===== src/hw/regsel_cfg.svh =====
`ifndef REGSEL_CFG_SVH
`define REGSEL_CFG_SVH

// parameter and location addresses on the serial parameter port
`define CFG_WORD_ADDR   6'h0a
`define STORED_SP_ADDR  6'h0f
`define EXT_LIMIT_ADDR  6'h10
`define VOUT_REF_ADDR   6'h13
`define VOLT_KNOB_ADDR  6'h20
`define ACTIVE_CFG_ADDR 6'h27
`define EXT_INPUT_ADDR  6'h29
`define SETPOINT_ADDR   6'h2a
`define VOL_SP_ADDR     6'h31

// configuration word bit positions
`define B_RMS        0
`define B_PERIODIC   1
`define B_OFFSET     2
`define B_AVG32      3
`define B_JUMPER     4
`define B_RAM_CTRL   7
`define B_VOLT_KNOB  8
`define B_STAB_KNOB  9
`define B_FREQ_KNOB  10
`define B_AMP_KNOB   11
`define B_EXT_IN     12
`define B_DAC        13
`define B_SIXTY_HZ   14

// reset values and full scale
`define CFG_WORD_RST  16'h1f1d
`define STORED_SP_RST 15'h4000
`define EXT_LIMIT_RST 15'h1200
`define VOUT_REF_RST  15'h0000
`define REF_MAX       15'h7fff

`endif


===== src/hw/regsel_pkg.sv =====
package regsel_pkg;

   typedef logic [14:0] ref_val_t;

   typedef enum logic [1:0] {
      SRC_ANALOG,
      SRC_ANALOG_SAT,
      SRC_STORED,
      SRC_VOLATILE
   } ref_src_t;

   typedef struct packed {
      logic        wr;
      logic        rd;
      logic [5:0]  addr;
      logic [15:0] data;
   } par_req_t;

   typedef struct packed {
      logic rms_mode;
      logic periodic_var;
      logic offset_comp;
      logic avg32;
      logic freq_60hz;
      logic volt_knob_en;
      logic stab_knob_en;
      logic freq_knob_en;
      logic amp_knob_en;
      logic dac_en;
   } func_flags_t;

endpackage


===== src/hw/regulator_config_setpoint_select.sv =====
`include "regsel_cfg.svh"
`timescale 1ns/10ps
`default_nettype none

module regulator_config_setpoint_select (
   // clock and reset
   input  wire logic                    clk_in,
   input  wire logic                    rstn_in,
   // serial parameter port
   input  wire regsel_pkg::par_req_t    par_req_in,
   output var  logic [15:0]             par_rdata_out,
   output var  logic                    par_rvalid_out,
   // pins
   input  wire logic                    jumper_60hz_in,
   input  wire logic                    ext_present_in,
   // measurements and control period
   input  wire regsel_pkg::ref_val_t    ext_analog_in,
   input  wire regsel_pkg::ref_val_t    voltage_knob_in,
   input  wire logic                    period_tick_in,
   // applied configuration and reference
   output var  regsel_pkg::func_flags_t func_out,
   output var  regsel_pkg::ref_src_t    ref_src_out,
   output var  regsel_pkg::ref_val_t    vref_out,
   output var  logic                    saturated_out,
   output var  regsel_pkg::ref_val_t    volt_setting_out
);
   import regsel_pkg::*;

   logic [15:0] cfg_q;
   logic [15:0] applied_cfg_q;
   ref_val_t    stored_sp_q;
   ref_val_t    ext_limit_q;
   ref_val_t    vout_ref_q;
   ref_val_t    vol_sp_q;
   logic [1:0]  pins_s;
   logic        jumper_s;
   logic        present_s;
   ref_src_t    sel_src;
   ref_val_t    sel_value;
   logic        sel_sat;
   ref_val_t    sel_ceiling;
   logic        wr_cfg;
   logic        wr_stored;
   logic        wr_limit;
   logic        wr_vout;
   logic        wr_vol;
   ref_val_t    wr_clamped;

   // pins come from outside the clock domain
   pin_sync #(
      .WIDTH (2)
   ) u_pin_sync (
      .clk_in   (clk_in),
      .rstn_in  (rstn_in),
      .pin_in   ({ext_present_in, jumper_60hz_in}),
      .sync_out (pins_s)
   );

   assign jumper_s  = pins_s[0];
   assign present_s = pins_s[1];

   // write decode; values above full scale clip rather than wrap
   assign wr_cfg     = par_req_in.wr && (par_req_in.addr == `CFG_WORD_ADDR);
   assign wr_stored  = par_req_in.wr && (par_req_in.addr == `STORED_SP_ADDR);
   assign wr_limit   = par_req_in.wr && (par_req_in.addr == `EXT_LIMIT_ADDR);
   assign wr_vout    = par_req_in.wr && (par_req_in.addr == `VOUT_REF_ADDR);
   assign wr_vol     = par_req_in.wr && (par_req_in.addr == `VOL_SP_ADDR);
   assign wr_clamped = par_req_in.data[15] ? `REF_MAX : par_req_in.data[14:0];

   // configuration word; reserved bits are stored and read back but drive no function
   always_ff @(posedge clk_in) begin
      if (!rstn_in) begin
         cfg_q <= `CFG_WORD_RST;
      end else if (wr_cfg) begin
         cfg_q <= par_req_in.data;
      end
   end

   always_ff @(posedge clk_in) begin
      if (!rstn_in) begin
         stored_sp_q <= `STORED_SP_RST;
         ext_limit_q <= `EXT_LIMIT_RST;
         vout_ref_q  <= `VOUT_REF_RST;
      end else begin
         if (wr_stored) begin
            stored_sp_q <= wr_clamped;
         end
         if (wr_limit) begin
            ext_limit_q <= wr_clamped;
         end
         if (wr_vout) begin
            vout_ref_q <= wr_clamped;
         end
      end
   end

   // volatile setpoint: reset reload stands in for power loss
   always_ff @(posedge clk_in) begin
      if (!rstn_in) begin
         vol_sp_q <= `STORED_SP_RST;
      end else if (!cfg_q[`B_RAM_CTRL]) begin
         vol_sp_q <= stored_sp_q;
      end else if (wr_vol) begin
         vol_sp_q <= wr_clamped;
      end
   end

   ref_select u_ref_select (
      .ram_ctrl_in    (cfg_q[`B_RAM_CTRL]),
      .ext_en_in      (cfg_q[`B_EXT_IN]),
      .ext_present_in (present_s),
      .ext_analog_in  (ext_analog_in),
      .stored_sp_in   (stored_sp_q),
      .ext_limit_in   (ext_limit_q),
      .vol_sp_in      (vol_sp_q),
      .src_out        (sel_src),
      .value_out      (sel_value),
      .sat_out        (sel_sat),
      .ceiling_out    (sel_ceiling)
   );

   // applied state changes only at a period boundary, never mid-period
   always_ff @(posedge clk_in) begin
      if (!rstn_in) begin
         applied_cfg_q <= `CFG_WORD_RST;
      end else if (period_tick_in) begin
         applied_cfg_q <= cfg_q;
      end
   end

   always_ff @(posedge clk_in) begin
      if (!rstn_in) begin
         func_out <= '0;
      end else if (period_tick_in) begin
         func_out.rms_mode     <= cfg_q[`B_RMS];
         func_out.periodic_var <= cfg_q[`B_PERIODIC];
         func_out.offset_comp  <= cfg_q[`B_OFFSET];
         func_out.avg32        <= cfg_q[`B_AVG32];
         func_out.freq_60hz    <= cfg_q[`B_JUMPER] ? jumper_s : cfg_q[`B_SIXTY_HZ];
         func_out.volt_knob_en <= cfg_q[`B_VOLT_KNOB];
         func_out.stab_knob_en <= cfg_q[`B_STAB_KNOB];
         func_out.freq_knob_en <= cfg_q[`B_FREQ_KNOB];
         func_out.amp_knob_en  <= cfg_q[`B_AMP_KNOB];
         func_out.dac_en       <= cfg_q[`B_DAC];
      end
   end

   always_ff @(posedge clk_in) begin
      if (!rstn_in) begin
         ref_src_out   <= SRC_STORED;
         vref_out      <= `STORED_SP_RST;
         saturated_out <= 1'b0;
      end else if (period_tick_in) begin
         ref_src_out   <= sel_src;
         vref_out      <= sel_value;
         saturated_out <= sel_sat;
      end
   end

   always_ff @(posedge clk_in) begin
      if (!rstn_in) begin
         volt_setting_out <= `VOUT_REF_RST;
      end else if (period_tick_in) begin
         volt_setting_out <= cfg_q[`B_VOLT_KNOB] ? voltage_knob_in : vout_ref_q;
      end
   end

   // read port: one cycle latency, unmapped addresses read zero
   always_ff @(posedge clk_in) begin
      if (!rstn_in) begin
         par_rvalid_out <= 1'b0;
         par_rdata_out  <= 16'h0000;
      end else begin
         par_rvalid_out <= par_req_in.rd;
         if (par_req_in.rd) begin
            case (par_req_in.addr)
               `CFG_WORD_ADDR:   par_rdata_out <= cfg_q;
               `STORED_SP_ADDR:  par_rdata_out <= {1'b0, stored_sp_q};
               `EXT_LIMIT_ADDR:  par_rdata_out <= {1'b0, ext_limit_q};
               `VOUT_REF_ADDR:   par_rdata_out <= {1'b0, vout_ref_q};
               `VOLT_KNOB_ADDR:  par_rdata_out <= {1'b0, voltage_knob_in};
               `ACTIVE_CFG_ADDR: par_rdata_out <= applied_cfg_q;
               `EXT_INPUT_ADDR:  par_rdata_out <= {1'b0, ext_analog_in};
               `SETPOINT_ADDR:   par_rdata_out <= {1'b0, vref_out};
               `VOL_SP_ADDR:     par_rdata_out <= {1'b0, vol_sp_q};
               default:          par_rdata_out <= 16'h0000;
            endcase
         end else begin
            par_rdata_out <= 16'h0000;
         end
      end
   end
endmodule // regulator_config_setpoint_select

`default_nettype wire


===== src/hw/pin_sync.sv =====
`timescale 1ns/10ps
`default_nettype none

module pin_sync #(
   parameter int unsigned WIDTH = 2
)(
   // clock and reset
   input  wire logic             clk_in,
   input  wire logic             rstn_in,
   // raw pins and synchronised levels
   input  wire logic [WIDTH-1:0] pin_in,
   output var  logic [WIDTH-1:0] sync_out
);

   genvar i;
   generate
      for (i = 0; i < WIDTH; i++) begin : g_bit
         logic meta_q;
         logic sync_q;
         // one process per bit owns its own flops, not a slice of a shared port
         always_ff @(posedge clk_in) begin
            if (!rstn_in) begin
               meta_q <= 1'b0;
               sync_q <= 1'b0;
            end else begin
               meta_q <= pin_in[i];
               sync_q <= meta_q;
            end
         end
         assign sync_out[i] = sync_q;
      end
   endgenerate

endmodule // pin_sync

`default_nettype wire


===== src/hw/ref_select.sv =====
`include "regsel_cfg.svh"
`timescale 1ns/10ps
`default_nettype none

module ref_select (
   // selection controls
   input  wire logic                 ram_ctrl_in,
   input  wire logic                 ext_en_in,
   input  wire logic                 ext_present_in,
   // candidate values
   input  wire regsel_pkg::ref_val_t ext_analog_in,
   input  wire regsel_pkg::ref_val_t stored_sp_in,
   input  wire regsel_pkg::ref_val_t ext_limit_in,
   input  wire regsel_pkg::ref_val_t vol_sp_in,
   // result
   output var  regsel_pkg::ref_src_t src_out,
   output var  regsel_pkg::ref_val_t value_out,
   output var  logic                 sat_out,
   output var  regsel_pkg::ref_val_t ceiling_out
);
   import regsel_pkg::*;

   logic [15:0] sum;

   // ceiling is stored setpoint plus the allowed excursion, clipped to full scale
   always_comb begin
      sum = {1'b0, stored_sp_in} + {1'b0, ext_limit_in};
      ceiling_out = sum[15] ? `REF_MAX : sum[14:0];
   end

   always_comb begin
      src_out   = SRC_STORED;
      value_out = stored_sp_in;
      sat_out   = 1'b0;
      if (ext_en_in && ram_ctrl_in) begin
         src_out = SRC_ANALOG_SAT;
         // a lost input must not read as zero volts, so it pins to the ceiling
         if (!ext_present_in || (ext_analog_in >= ceiling_out)) begin
            value_out = ceiling_out;
            sat_out   = 1'b1;
         end else begin
            value_out = ext_analog_in;
         end
      end else if (ext_en_in) begin
         src_out   = SRC_ANALOG;
         value_out = ext_analog_in;
      end else if (ram_ctrl_in) begin
         src_out   = SRC_VOLATILE;
         value_out = vol_sp_in;
      end
   end

endmodule // ref_select

`default_nettype wire


===== config.mk =====
export PLATFORM = sky130hd
export DESIGN_NAME = regulator_config_setpoint_select
export DESIGN_NICKNAME = d
export VERILOG_FILES = /design/src/hw/regsel_pkg.sv /design/src/hw/regulator_config_setpoint_select.sv /design/src/hw/pin_sync.sv /design/src/hw/ref_select.sv
export VERILOG_INCLUDE_DIRS = /design/src /design/src/hw
export SDC_FILE = /design/constraint.sdc
export NUM_CORES = 1
export LEC_CHECK = 0
export BUFFER_PORTS_ARGS = -buffer_cell sky130_fd_sc_hd__buf_4
export CAP_MARGIN = 25
export CORE_MARGIN = 4
export CORE_UTILIZATION = 25
export CTS_BUF_LIST = sky130_fd_sc_hd__clkbuf_4 sky130_fd_sc_hd__clkbuf_8 sky130_fd_sc_hd__clkbuf_16
export CTS_CLUSTER_SIZE = 14
export DETAILED_ROUTE_END_ITERATION = 8
export MAX_ROUTING_LAYER = met4
export PLACE_DENSITY = 0.43
export RECOVER_POWER = 100
export SLEW_MARGIN = 20
export SYNTH_ARGS = -nofsm -noshare
export SYNTH_HDL_FRONTEND = slang
export SYNTH_HIERARCHICAL = 1
export SYNTH_SLANG_ARGS = --single-unit
export TNS_END_PERCENT = 10

===== constraint.sdc =====
create_clock -name clk_in -period 5 [get_ports clk_in]
set_input_delay 1 -clock clk_in [delete_from_list [all_inputs] [get_ports clk_in]]
set_output_delay 1 -clock clk_in [all_outputs]
set_load 0.05 [all_outputs]

Word-level counts from Yosys, hierarchy flattened. Index checks and enable logic that the tools add are counted.

Output and inout port bits: 60. Register bits after elaboration: 156.

Reductions and logical operators: 9. Eq/ne operators: 10. Mux-type cells: 16. Add/subtract/negate cells: 1. $lt $le $gt $ge: 1.

Operators by type and width (count): 16-bit case mux with 9 select lines (1); 15-bit 2-to-1 mux (9); 6-bit == test, second input constant (5); 15-bit by 15-bit adder with 16-bit output (1); 15-bit >= comparator (1); 6-bit by 4-bit == test with 1-bit output, second input constant (2); 6-bit by 5-bit == test with 1-bit output, second input constant (2); 1-bit logical AND (6); 1-bit 2-to-1 mux (4); 2-bit 2-to-1 mux (2); 2-bit by 1-bit != test with 1-bit output, second input constant (1); 2-bit AND reduction (1); 1-bit logical NOT (1); 1-bit logical OR (1).

Logic depth before layout (Yosys ltp). Gate-level depths: netlist of the first run.

Word-level depth: 6. Gate-level depth with buffers: 19.

Cells and area by module. Netlist of the first run, hierarchy kept.

By module, submodules not included: regulator_config_setpoint_select (sequential area each 3002.9 sq um, instances 1, area each 6611.3 sq um, cells an instance 712); ref_select (sequential area each 0.0 sq um, instances 1, area each 1721.7 sq um, cells an instance 246); pin_sync (sequential area each 80.1 sq um, instances 1, area each 120.1 sq um, cells an instance 10).

Least setup slack after synthesis of the first run. OpenSTA, ideal clock, no wires.

Path kind: flip-flop to flip-flop. Start point: register stored_sp_q[0]. End point: register vref_out[10]. Setup slack: 1.140 ns. Cell stages (with the launch flop): 17. Path buffers: 0. Arrival time: 3.743 ns. Cell sequence: dfxtp_1 ha_1 fa_1 a21o_1 a221oi_2 nor4_1 or3_1 a21oi_2 ha_1 nand3_1 nor4_1 and2_1 a221o_2 inv_2 mux2_2 mux2i_1 nor2b_1.

Cells in the longest elaborated chain, start to end: 6.

RTL lines: start, declared (RTL line regulator_config_setpoint_select.sv:31) `ref_val_t stored_sp_q;`; start signal, assigned (RTL line regulator_config_setpoint_select.sv:81) `` stored_sp_q <= `STORED_SP_RST; ``; start signal, assigned (RTL line regulator_config_setpoint_select.sv:86) `stored_sp_q <= wr_clamped;`; 15-bit by 15-bit adder with 16-bit output (*) (RTL line ref_select.sv:27) `sum = {1'b0, stored_sp_in} + {1'b0, ext_limit_in};`; 15-bit 2-to-1 mux (*) (RTL line ref_select.sv:28) `` ceiling_out = sum[15] ? `REF_MAX : sum[14:0]; ``; 15-bit >= comparator (RTL line ref_select.sv:38) `if (!ext_present_in || (ext_analog_in >= ceiling_out)) begin`; 1-bit logical OR (RTL line ref_select.sv:38); 15-bit 2-to-1 mux (*) (RTL line ref_select.sv:38); 15-bit 2-to-1 mux (*) (RTL line ref_select.sv:35) `if (ext_en_in && ram_ctrl_in) begin`; via sel_value[10] (RTL line regulator_config_setpoint_select.sv:39) `ref_val_t sel_value;`; end signal, assigned (RTL line regulator_config_setpoint_select.sv:151) `` vref_out <= `STORED_SP_RST; ``; end signal, assigned (RTL line regulator_config_setpoint_select.sv:155) `vref_out <= sel_value;`; end, declared (RTL line regulator_config_setpoint_select.sv:23) `output var regsel_pkg::ref_val_t vref_out,`.

Mark *: on every way through the listed nets, which the timed path passes. The rest lies on a longest branch. A chain may end at the register's enable or synchronous reset.

Final worst setup path of the first run.
Start point: register stored_sp_q[0]. End point: register vref_out[7].

Cells in the longest elaborated chain, start to end: 6.

RTL lines: 15-bit by 15-bit adder with 16-bit output (RTL line ref_select.sv:27); 15-bit 2-to-1 mux (RTL line ref_select.sv:28); via sel_ceiling[10] (RTL line regulator_config_setpoint_select.sv:41) `ref_val_t sel_ceiling;`; 15-bit >= comparator (RTL line ref_select.sv:38); 1-bit logical OR (RTL line ref_select.sv:38); 15-bit 2-to-1 mux (RTL line ref_select.sv:38); 15-bit 2-to-1 mux (RTL line ref_select.sv:35); via sel_value[7] (RTL line regulator_config_setpoint_select.sv:39).

The timed path passes the listed nets, and every way through them passes these cells.

==> impl_metrics.json, run 1 <==
{
  "synthesis.area_um2": 8413,
  "cts_buffers": 17,
  "wl_per_cell_um": 23.71,
  "holdWs_ps": 432.7,
  "netlist_instances": 958,
  "vias": 7694,
  "max-cap-violations": 1,
  "die-width_um": 191.4,
  "busiest_layer": "met1",
  "die-area_um2": 36650,
  "grt_remaining_overflow": 0,
  "end_kind": "register",
  "cts_tree": "done",
  "rows": 66,
  "hold_path.class": "reg -> reg",
  "dp_slack_ps": 526.7,
  "post_cts_buffers": 0,
  "path_clk_slew_ps": 70,
  "met2_usage": 0.2772,
  "clock-sinks": 154,
  "vdd.ir_drop.worst_v": 0.0002166,
  "worstSetupStartpointType": "register",
  "clock_skew_ps": 8.979,
  "syn-mean-instance-area_um2": 8.782,
  "rsz0062_at_grt": "false",
  "antenna_found_initial": 0,
  "tightest_slew_ps": 3839,
  "syn_nets": 1048,
  "path_class": "reg -> reg",
  "dr.pass1.iters": 6,
  "initial_core_util": 0.2560,
  "final_antenna_net_count": 0,
  "r2r_slack_ps": 380,
  "cp_max_fo": 17,
  "place_congestion": 0.9121,
  "p_total_mw": 3.114,
  "grt_pass1_vias": 7211,
  "io_pins": 119,
  "viasPerCell": 5.167,
  "ys_warn_count": 6,
  "die_h_um": 191.4,
  "worstPathArrival_ps": 4920,
  "coreArea_um2": 32870,
  "clock_latency_ps": 430,
  "slew_viol_final": 84,
  "finalHoldViolCount": 0,
  "layout_min_cycle_time_ps": 4620,
  "clockBufferDepth": 2,
  "slew_headroom": -1.560,
  "post-route-period-util": 0.9239,
  "syn_to_final_growth_pct": 19.75,
  "grt_max_degree": 84,
  "leakage_nw": 4.475,
  "wirelength_um": 35310,
  "hpwl_um": 26290,
  "grt_pass1_wl_um": 50680,
  "worstPathRequired_ps": 5300,
  "hold_buffers": 0,
  "setup_ws_ps": 380.4,
  "violations": "max-capacitance violations, max-slew violations",
  "remaining_drc_errors": 0,
  "ctsRootBufferMaster": "clkbuf_16",
  "track_usage": 0.1949,
  "h-tree-depth": 4,
  "finalSetupTns_ps": 0,
  "final-setup-viol-count": 0,
  "p_per_area_nw_per_um2": 309.1,
  "port_buffers": 118,
  "met3_usage": 0.04675,
  "layout-drive-gt1-share": 0.1310,
  "drtIter0Drc": 774,
  "ctsResizeCount": 0,
  "utilization": 0.3065,
  "max_freq_mhz": 216.5,
  "use_met1": 0.2777,
  "outcome": "finished with violations",
  "nets": 1123
}
## path summary, 6_finish.rpt
check,start,end,depth (start not counted)
max,stored_sp_q[0],vref_out[7],17
min,u_pin_sync/g_bit[0].meta_q,u_pin_sync/g_bit[0].sync_q,1
max reg2reg,stored_sp_q[0],vref_out[7],17
min reg2reg,u_pin_sync/g_bit[0].meta_q,u_pin_sync/g_bit[0].sync_q,1
## area by class of cell
type / count / area, µm²
diodes: 1 / 2.502
multi-input cells: 712 / 4911
fillers: 3576 / 22790
inverters: 13 / 48.80
clock buffers: 22 / 475.5
well taps: 442 / 553.0
clock inverters: 10 / 187.7
repair buffers: 135 / 812.0
flip-flops and latches: 154 / 3084
## report_power, final
group          total [mW]  leakage [nW]  switching (mW)  internal [mW]
Combinational       0.348          2.90           0.240          0.109
Sequential           1.29          1.25          0.0295           1.26
Clock                1.48         0.322           0.546          0.932
Total                3.11          4.48           0.815           2.30
## placed cells by master, fill, tap and decap left out, types with 4 or more instances in the layout
master / count
dfxtp_1: 153
nand2_1: 136
buf_4: 72
nor2_1: 69
mux2i_1: 62
clkbuf_1: 61
o211a_1: 58
a21oi_1: 51
nor2b_1: 39
ha_1: 30
o21ai_0: 24
nand3_1: 23
a221oi_1: 20
a31oi_1: 20
a211oi_1: 18
a22o_1: 18
nand2b_1: 17
clkbuf_16: 17
a21boi_0: 15
a22oi_1: 14
inv_1: 12
a21o_1: 9
o211ai_1: 7
xnor2_1: 7
a222oi_1: 6
bufinv_16: 5
and2_1: 5
nand4_1: 4
## per-layer routing
metal	vias to the layer above	wire (µm)
met3	38	2436
met2	289	15100
met5	-	0
li1	3658	-
met4	0	750
met1	3709	17020
## critical path: stages (launching register included)
cell	delay, ps
dfxtp_1	350
ha_1	250
fa_1	400
a21o_1	200
a221oi_2	490
o21bai_1	200
a311oi_1	420
o21bai_1	150
inv_1	80
ha_1	250
a21oi_1	140
o21ai_0	150
and3_1	190
a221o_2	430
inv_2	220
mux2_2	360
mux2i_1	130
nor2b_1	60
## metrics by stage
| stage | instance area, µm² | std cells |
|---|---|---|
| after global routing | 10070 | 1488 |
| after floorplan | 8413 | 958 |
| after CTS | 10260 | 1486 |
| final | 10070 | 1489 |
| after detailed placement | 9595 | 1454 |
| after global placement | 9595 | 1454 |
## state kept, by name, summed over array words and instances (netlist names)
signal	cells
func_out	8
par_rvalid_out	1
vout_ref_q	15
stored_sp_q	15
saturated_out	1
par_rdata_out	16
u_pin_sync/g_bit.meta_q	2
ref_src_out	2
u_pin_sync/g_bit.sync_q	2
ext_limit_q	15
vref_out	15
vol_sp_q	15
volt_setting_out	15
cfg_q	16
applied_cfg_q	16
(Power assumes the default switching activity.)
==> inputs of run 2 (changes only) <==
--- a/config.mk
+++ b/config.mk
@@ -6,19 +6,21 @@
 export SDC_FILE = /design/constraint.sdc
 export NUM_CORES = 1
 export LEC_CHECK = 0
+export ABC_CLOCK_PERIOD_IN_PS = 5000
 export BUFFER_PORTS_ARGS = -buffer_cell sky130_fd_sc_hd__buf_4
 export CAP_MARGIN = 25
+export CELL_PAD_IN_SITES_DETAIL_PLACEMENT = 1
+export CELL_PAD_IN_SITES_GLOBAL_PLACEMENT = 1
 export CORE_MARGIN = 4
 export CORE_UTILIZATION = 25
 export CTS_BUF_LIST = sky130_fd_sc_hd__clkbuf_4 sky130_fd_sc_hd__clkbuf_8 sky130_fd_sc_hd__clkbuf_16
 export CTS_CLUSTER_SIZE = 14
 export DETAILED_ROUTE_END_ITERATION = 8
 export MAX_ROUTING_LAYER = met4
-export PLACE_DENSITY = 0.43
+export PLACE_DENSITY = 0.53
 export RECOVER_POWER = 100
 export SLEW_MARGIN = 20
 export SYNTH_ARGS = -nofsm -noshare
 export SYNTH_HDL_FRONTEND = slang
-export SYNTH_HIERARCHICAL = 1
 export SYNTH_SLANG_ARGS = --single-unit
 export TNS_END_PERCENT = 10
==> impl_metrics.json, run 2 <==
{
  "worstSetupStartpointType": "register",
  "die_h_um": 186.7,
  "synth-edff-count": 0,
  "synth_seq_cells": 154,
  "layout-drive-gt1-share": 0.1337,
  "top_regs": "applied_cfg_q x16, cfg_q x16, par_rdata_out x16",
  "crit-reg2reg-launch": "stored_sp_q[1]",
  "vdd.ir_drop.worst_v": 0.0002461,
  "layout_commonest_cell": "nand2_1",
  "grt_max_degree": 74,
  "worstPathRequired_ps": 5330,
  "finalHoldViolCount": 0,
  "grt_remaining_overflow": 0,
  "synth_cell_types": 50,
  "path_class": "reg -> reg",
  "setup_ws_ps": 501.3,
  "io_pins": 119,
  "die-area_um2": 34850,
  "netlist_instances": 918,
  "clock_skew_ps": 9.662,
  "clockBufferDepth": 2,
  "synthAdderAreaFrac": 0.04797,
  "synthTopCellsByArea": "dfxtp_1 39%, nand2_1 7.4%, o211a_1 7.3%",
  "layout_common_cells": "158 x nand2_1, 154 x dfxtp_1, 77 x buf_4",
  "cp_max_fo": 15,
  "place_area_um2": 9273,
  "post_cts_buffers": 0,
  "clock-sinks": 154,
  "initial_core_util": 0.2529,
  "final-setup-viol-count": 0,
  "synthSimpleGateAreaFrac": 0.1641,
  "wl_per_cell_um": 22.87,
  "remaining_drc_errors": 0,
  "synth_compound_area_frac": 0.2757,
  "place_congestion": 0.8126,
  "outcome": "finished with violations",
  "holdWs_ps": 458.5,
  "worstPathArrival_ps": 4820,
  "leakage_nw": 4.352,
  "syn_to_final_growth_pct": 21.60,
  "ctsRootBufferMaster": "clkbuf_16",
  "synthFlopType": "dfxtp_1",
  "antenna_cells": 0,
  "synth_top_family_by_area": "compound AO/OA/AOI/OAI gates",
  "layout_min_cycle_time_ps": 4499,
  "rows": 65,
  "netlist_top_cells_count": "158 x nand2_1, 154 x dfxtp_1, 64 x clkbuf_1, 58 x o211a_1, 52 x a21oi_1",
  "hold_buffers": 0,
  "path_clk_slew_ps": 60,
  "synth_top_cell_by_area": "dfxtp_1",
  "cts_buffers": 17,
  "hpwl_um": 23330,
  "cts_tree": "done",
  "grt_pass1_vias": 7902,
  "p_sw_uw": 791.8,
  "ys_seq_area_frac": 0.3863,
  "swShare": 0.2562,
  "synthMuxAreaShare": 0.06537,
  "internal_power_mw": 2.299,
  "viasPerCell": 5.337,
  "clock_latency_ps": 440,
  "hold_path.class": "reg -> reg",
  "track_usage": 0.1888,
  "vias": 7536,
  "slew_headroom": -1.023,
  "finalSetupTns_ps": 0,
  "dp_slack_ps": 570.9,
  "async_reset_ff_frac": 0,
  "met3_usage": 0.03012,
  "synth_most_common_cell": "nand2_1",
  "p_comb_frac": 0.107,
  "antenna_found_initial": 0,
  "final_antenna_net_count": 0,
  "ctsResizeCount": 0,
  "h-tree-depth": 4,
  "end_kind": "register",
  "die-width_um": 186.7,
  "p_total_mw": 3.091,
  "ys_warn_count": 0,
  "met2_usage": 0.3120,
  "busiest_layer": "met2",
  "max-cap-violations": 1,
  "p_per_area_nw_per_um2": 318.4,
  "syn-mean-instance-area_um2": 8.694,
  "drtIter0Drc": 739,
  "seqPwrFrac": 0.417,
  "dr.pass1.iters": 6,
  "synthesis.area_um2": 7981,
  "rsz0062_at_grt": "false",
  "slew_viol_final": 68,
  "clockPowerShare": 0.476,
  "synth_top_area_frac": 0.3863,
  "use_met1": 0.2411,
  "tightest_slew_ps": 3034,
  "post-route-period-util": 0.8997,
  "port_buffers": 118,
  "postLayoutCellArea_um2": 9706,
  "syn_nets": 1007,
  "min_from": "u_pin_sync.g_bit[1].meta_q",
  "nets": 1088,
  "synth-xor-area-share": 0.01536,
  "grt_pass1_wl_um": 49710,
  "violations": "max-capacitance violations, max-slew violations",
  "coreArea_um2": 31560,
  "max_freq_mhz": 222.3,
  "wirelength_um": 32290,
  "cp-startpoint": "stored_sp_q[1]"
}
[run 2: kinds of logic (layout without fill, tap and decap cells)]
logic type                 Yosys count  after routing
AOI/OAI and AO/OA                  285            285
xor gates and xnor gates            14             14
adders and majority gates           30             30
buffers and inverters               92            184
DFF                                154            154
muxes                               51             51
and+or+nand+nor                    292            292
[run 2: final timing paths]
kind	endpoint	slack, ps	depth (start not counted)
worst min-delay path	u_pin_sync.g_bit[1].sync_q	460	1
worst min register to register	u_pin_sync.g_bit[1].sync_q	460	1
worst max register to register	vref_out[14]	500	17
worst max-delay path	vref_out[14]	500	17
[run 2: final cells by class]
cell class	count	area (µm²)
multi-input cells	672	4588
clock buffers	23	489.2
fillers	3677	21850
clock inverters	7	163.9
flip-flops and latches	154	3083
repair buffers	139	822.0
inverters	15	56.30
well taps	402	503.0
[run 2: routing by layer]
layer / part of all wire / up-vias
li1: - / 3547
met1: 0.46 / 3753
met2: 0.48 / 208
met3: 0.039 / 28
met4: 0.018 / 0
met5: 0 / -
[run 2: critical path, stage by stage, from the launching register on]
cell      delay [ps]
dfxtp_1          470
ha_1             290
a211oi_1         240
o21bai_1         150
a211oi_1         400
o21ai_0          150
buf_4            190
nor2_1           140
ha_1             260
a21o_1           160
a31oi_1          160
o21ai_0          130
a221o_1          320
o211ai_1         120
a31oi_2          110
or2_1            450
a311o_1          440
a41oi_1          200
[run 2: power by group through the flow]
stage	Sequential, mW	Clock, mW	Combinational [mW]
detailed placement	1.32	0	0.353
CTS	1.29	1.50	0.355
finish	1.29	1.47	0.332
floorplan	1.38	0	0.131
global placement	1.32	0	0.351
global route	1.29	1.55	0.359
[run 2: through the flow]
step	instances	utilization
after global routing	1412	0.3076
final	1412	0.3076
after global placement	1381	0.2939
after CTS	1411	0.3146
after floorplan	918	-
after detailed placement	1381	0.2939
==> inputs of run 3 (changes only) <==
--- a/config.mk
+++ b/config.mk
@@ -13,12 +13,11 @@
 export CELL_PAD_IN_SITES_GLOBAL_PLACEMENT = 1
 export CORE_MARGIN = 4
 export CORE_UTILIZATION = 25
-export CTS_BUF_LIST = sky130_fd_sc_hd__clkbuf_4 sky130_fd_sc_hd__clkbuf_8 sky130_fd_sc_hd__clkbuf_16
+export CTS_BUF_LIST = sky130_fd_sc_hd__clkbuf_8
 export CTS_CLUSTER_SIZE = 14
 export DETAILED_ROUTE_END_ITERATION = 8
 export MAX_ROUTING_LAYER = met4
 export PLACE_DENSITY = 0.53
-export RECOVER_POWER = 100
 export SLEW_MARGIN = 20
 export SYNTH_ARGS = -nofsm -noshare
 export SYNTH_HDL_FRONTEND = slang
==> impl_metrics.json, run 3 (synthesis results as in run 2) <==
{
  "clock_skew_ps": 14.08,
  "track_usage": 0.1892,
  "grt_max_degree": 74,
  "die-area_um2": 34850,
  "nets": 1087,
  "antenna_cells": 0,
  "hpwl_um": 23330,
  "drtIter0Drc": 730,
  "num-fill-cells": 3673,
  "rsz0062_at_grt": "false",
  "ctsRootBufferMaster": "clkbuf_8",
  "p_per_area_nw_per_um2": 283.7,
  "syn_to_final_growth_pct": 21.87,
  "worstPathRequired_ps": 5410,
  "port_buffers": 118,
  "h-tree-depth": 4,
  "post_cts_buffers": 0,
  "vdd.ir_drop.worst_v": 0.0001733,
  "leakage_nw": 4.508,
  "ctsResizeCount": 0,
  "rows": 65,
  "layout-drive-gt1-share": 0.1923,
  "clockBufferDepth": 2,
  "die-width_um": 186.7,
  "final-setup-viol-count": 0,
  "grt_pass1_vias": 7884,
  "grt_pass1_wl_um": 49780,
  "cp_max_fo": 15,
  "top_regs": "applied_cfg_q x16, cfg_q x16, par_rdata_out x16",
  "viasPerCell": 5.334,
  "max_freq_mhz": 222.2,
  "finalHoldViolCount": 0,
  "remaining_drc_errors": 0,
  "antenna_found_initial": 0,
  "layout_commonest_cell": "nand2_1",
  "wl_per_cell_um": 22.93,
  "slew_viol_final": 0,
  "coreArea_um2": 31560,
  "tightest_slew_ps": 952.1,
  "clock_latency_ps": 480,
  "wirelength_um": 32350,
  "grt_remaining_overflow": 0,
  "slew_headroom": 0.3632,
  "layout_common_cells": "157 x nand2_1, 154 x dfxtp_1, 138 x buf_4",
  "crit-reg2reg-launch": "stored_sp_q[1]",
  "initial_core_util": 0.2529,
  "cts_tree": "done",
  "hold_buffers": 0,
  "hold_path.class": "reg -> reg",
  "min_from": "u_pin_sync.g_bit[1].meta_q",
  "die_h_um": 186.7,
  "worstPathArrival_ps": 4910,
  "dr.pass1.iters": 6,
  "place_congestion": 0.8126,
  "end_kind": "register",
  "finalSetupTns_ps": 0,
  "cts_buffers": 17,
  "post-route-period-util": 0.9000,
  "place_area_um2": 9273,
  "final_antenna_net_count": 0,
  "path_clk_slew_ps": 80,
  "vias": 7526,
  "path_class": "reg -> reg",
  "outcome": "finished, final reports clean",
  "io_pins": 119,
  "clock-sinks": 154,
  "postLayoutCellArea_um2": 9727,
  "worstSetupStartpointType": "register",
  "max-cap-violations": 0,
  "cp-startpoint": "stored_sp_q[1]",
  "layout_min_cycle_time_ps": 4500
}
-- run 3: cell types whose count changed in the layout (fill, tap and decap cells not counted), sizes merged --
cell,previous run,this run
clkbuf,84,20
buf,78,138
inv,15,18
-- run 3: metal layers --
metal  vias up  share of wire  GRT usage
li1       3543              -          -
met1      3740           0.46     0.2418
met2       213           0.48     0.3117
met3        30          0.041    0.03012
met4         0          0.020    0.05290
met5         -              0          -
-- run 3: worst max-delay path: stages, from the launching register on --
cell and delay, ps:
dfxtp_1 480, ha_1 290, a211oi_1 230, o21bai_1 150, a211oi_1 430, o21ai_0 150, buf_4 200, nor2_1 140
ha_1 260, a21o_1 160, a31oi_1 160, o21ai_0 140, a221o_1 330, o211ai_1 120, a31oi_2 110, or2_1 450
a311o_1 450, a41oi_2 180
-- run 3: worst paths after layout --
check / end / slack, ps / cells after the start
max: vref_out[14] / 500 / 17
min: u_pin_sync.g_bit[1].sync_q / 460 / 1
max reg2reg: vref_out[14] / 500 / 17
min reg2reg: u_pin_sync.g_bit[1].sync_q / 460 / 1
-- run 3: metrics by stage --
step	hold slack, ps	total power, mW	instances	util	setup WS [ps]
final	461.1	2.760	1411	0.3082	499.9
after floorplan	411.9	1.512	918	-	848.8
after CTS	467.3	2.800	1411	0.3081	530.2
after detailed placement	428.1	1.669	1381	0.2939	570.9
after global routing	498.0	2.870	1411	0.3082	190.6
after global placement	420.1	1.668	1381	0.2939	622.8
-- run 3: cell type report --
cell class                      instances  area (µm²)  share of cell area
Multi-Input combinational cell        672        4598              0.4727
Sequential cell                       154        3083              0.3170
Timing Repair Buffer                  138        1036              0.1065
Tap cell                              402       503.0             0.05171
Clock buffer                           20       275.3             0.02830
Clock inverter                         10       175.2             0.01801
Inverter                               15       56.30            0.005789
-- run 3: power by group --
group | total, mW | switching [mW] | internal, mW
Combinational | 0.351 | 0.230 | 0.121
Sequential | 1.29 | 0.0299 | 1.26
Clock | 1.12 | 0.499 | 0.624
Total | 2.76 | 0.758 | 2.00
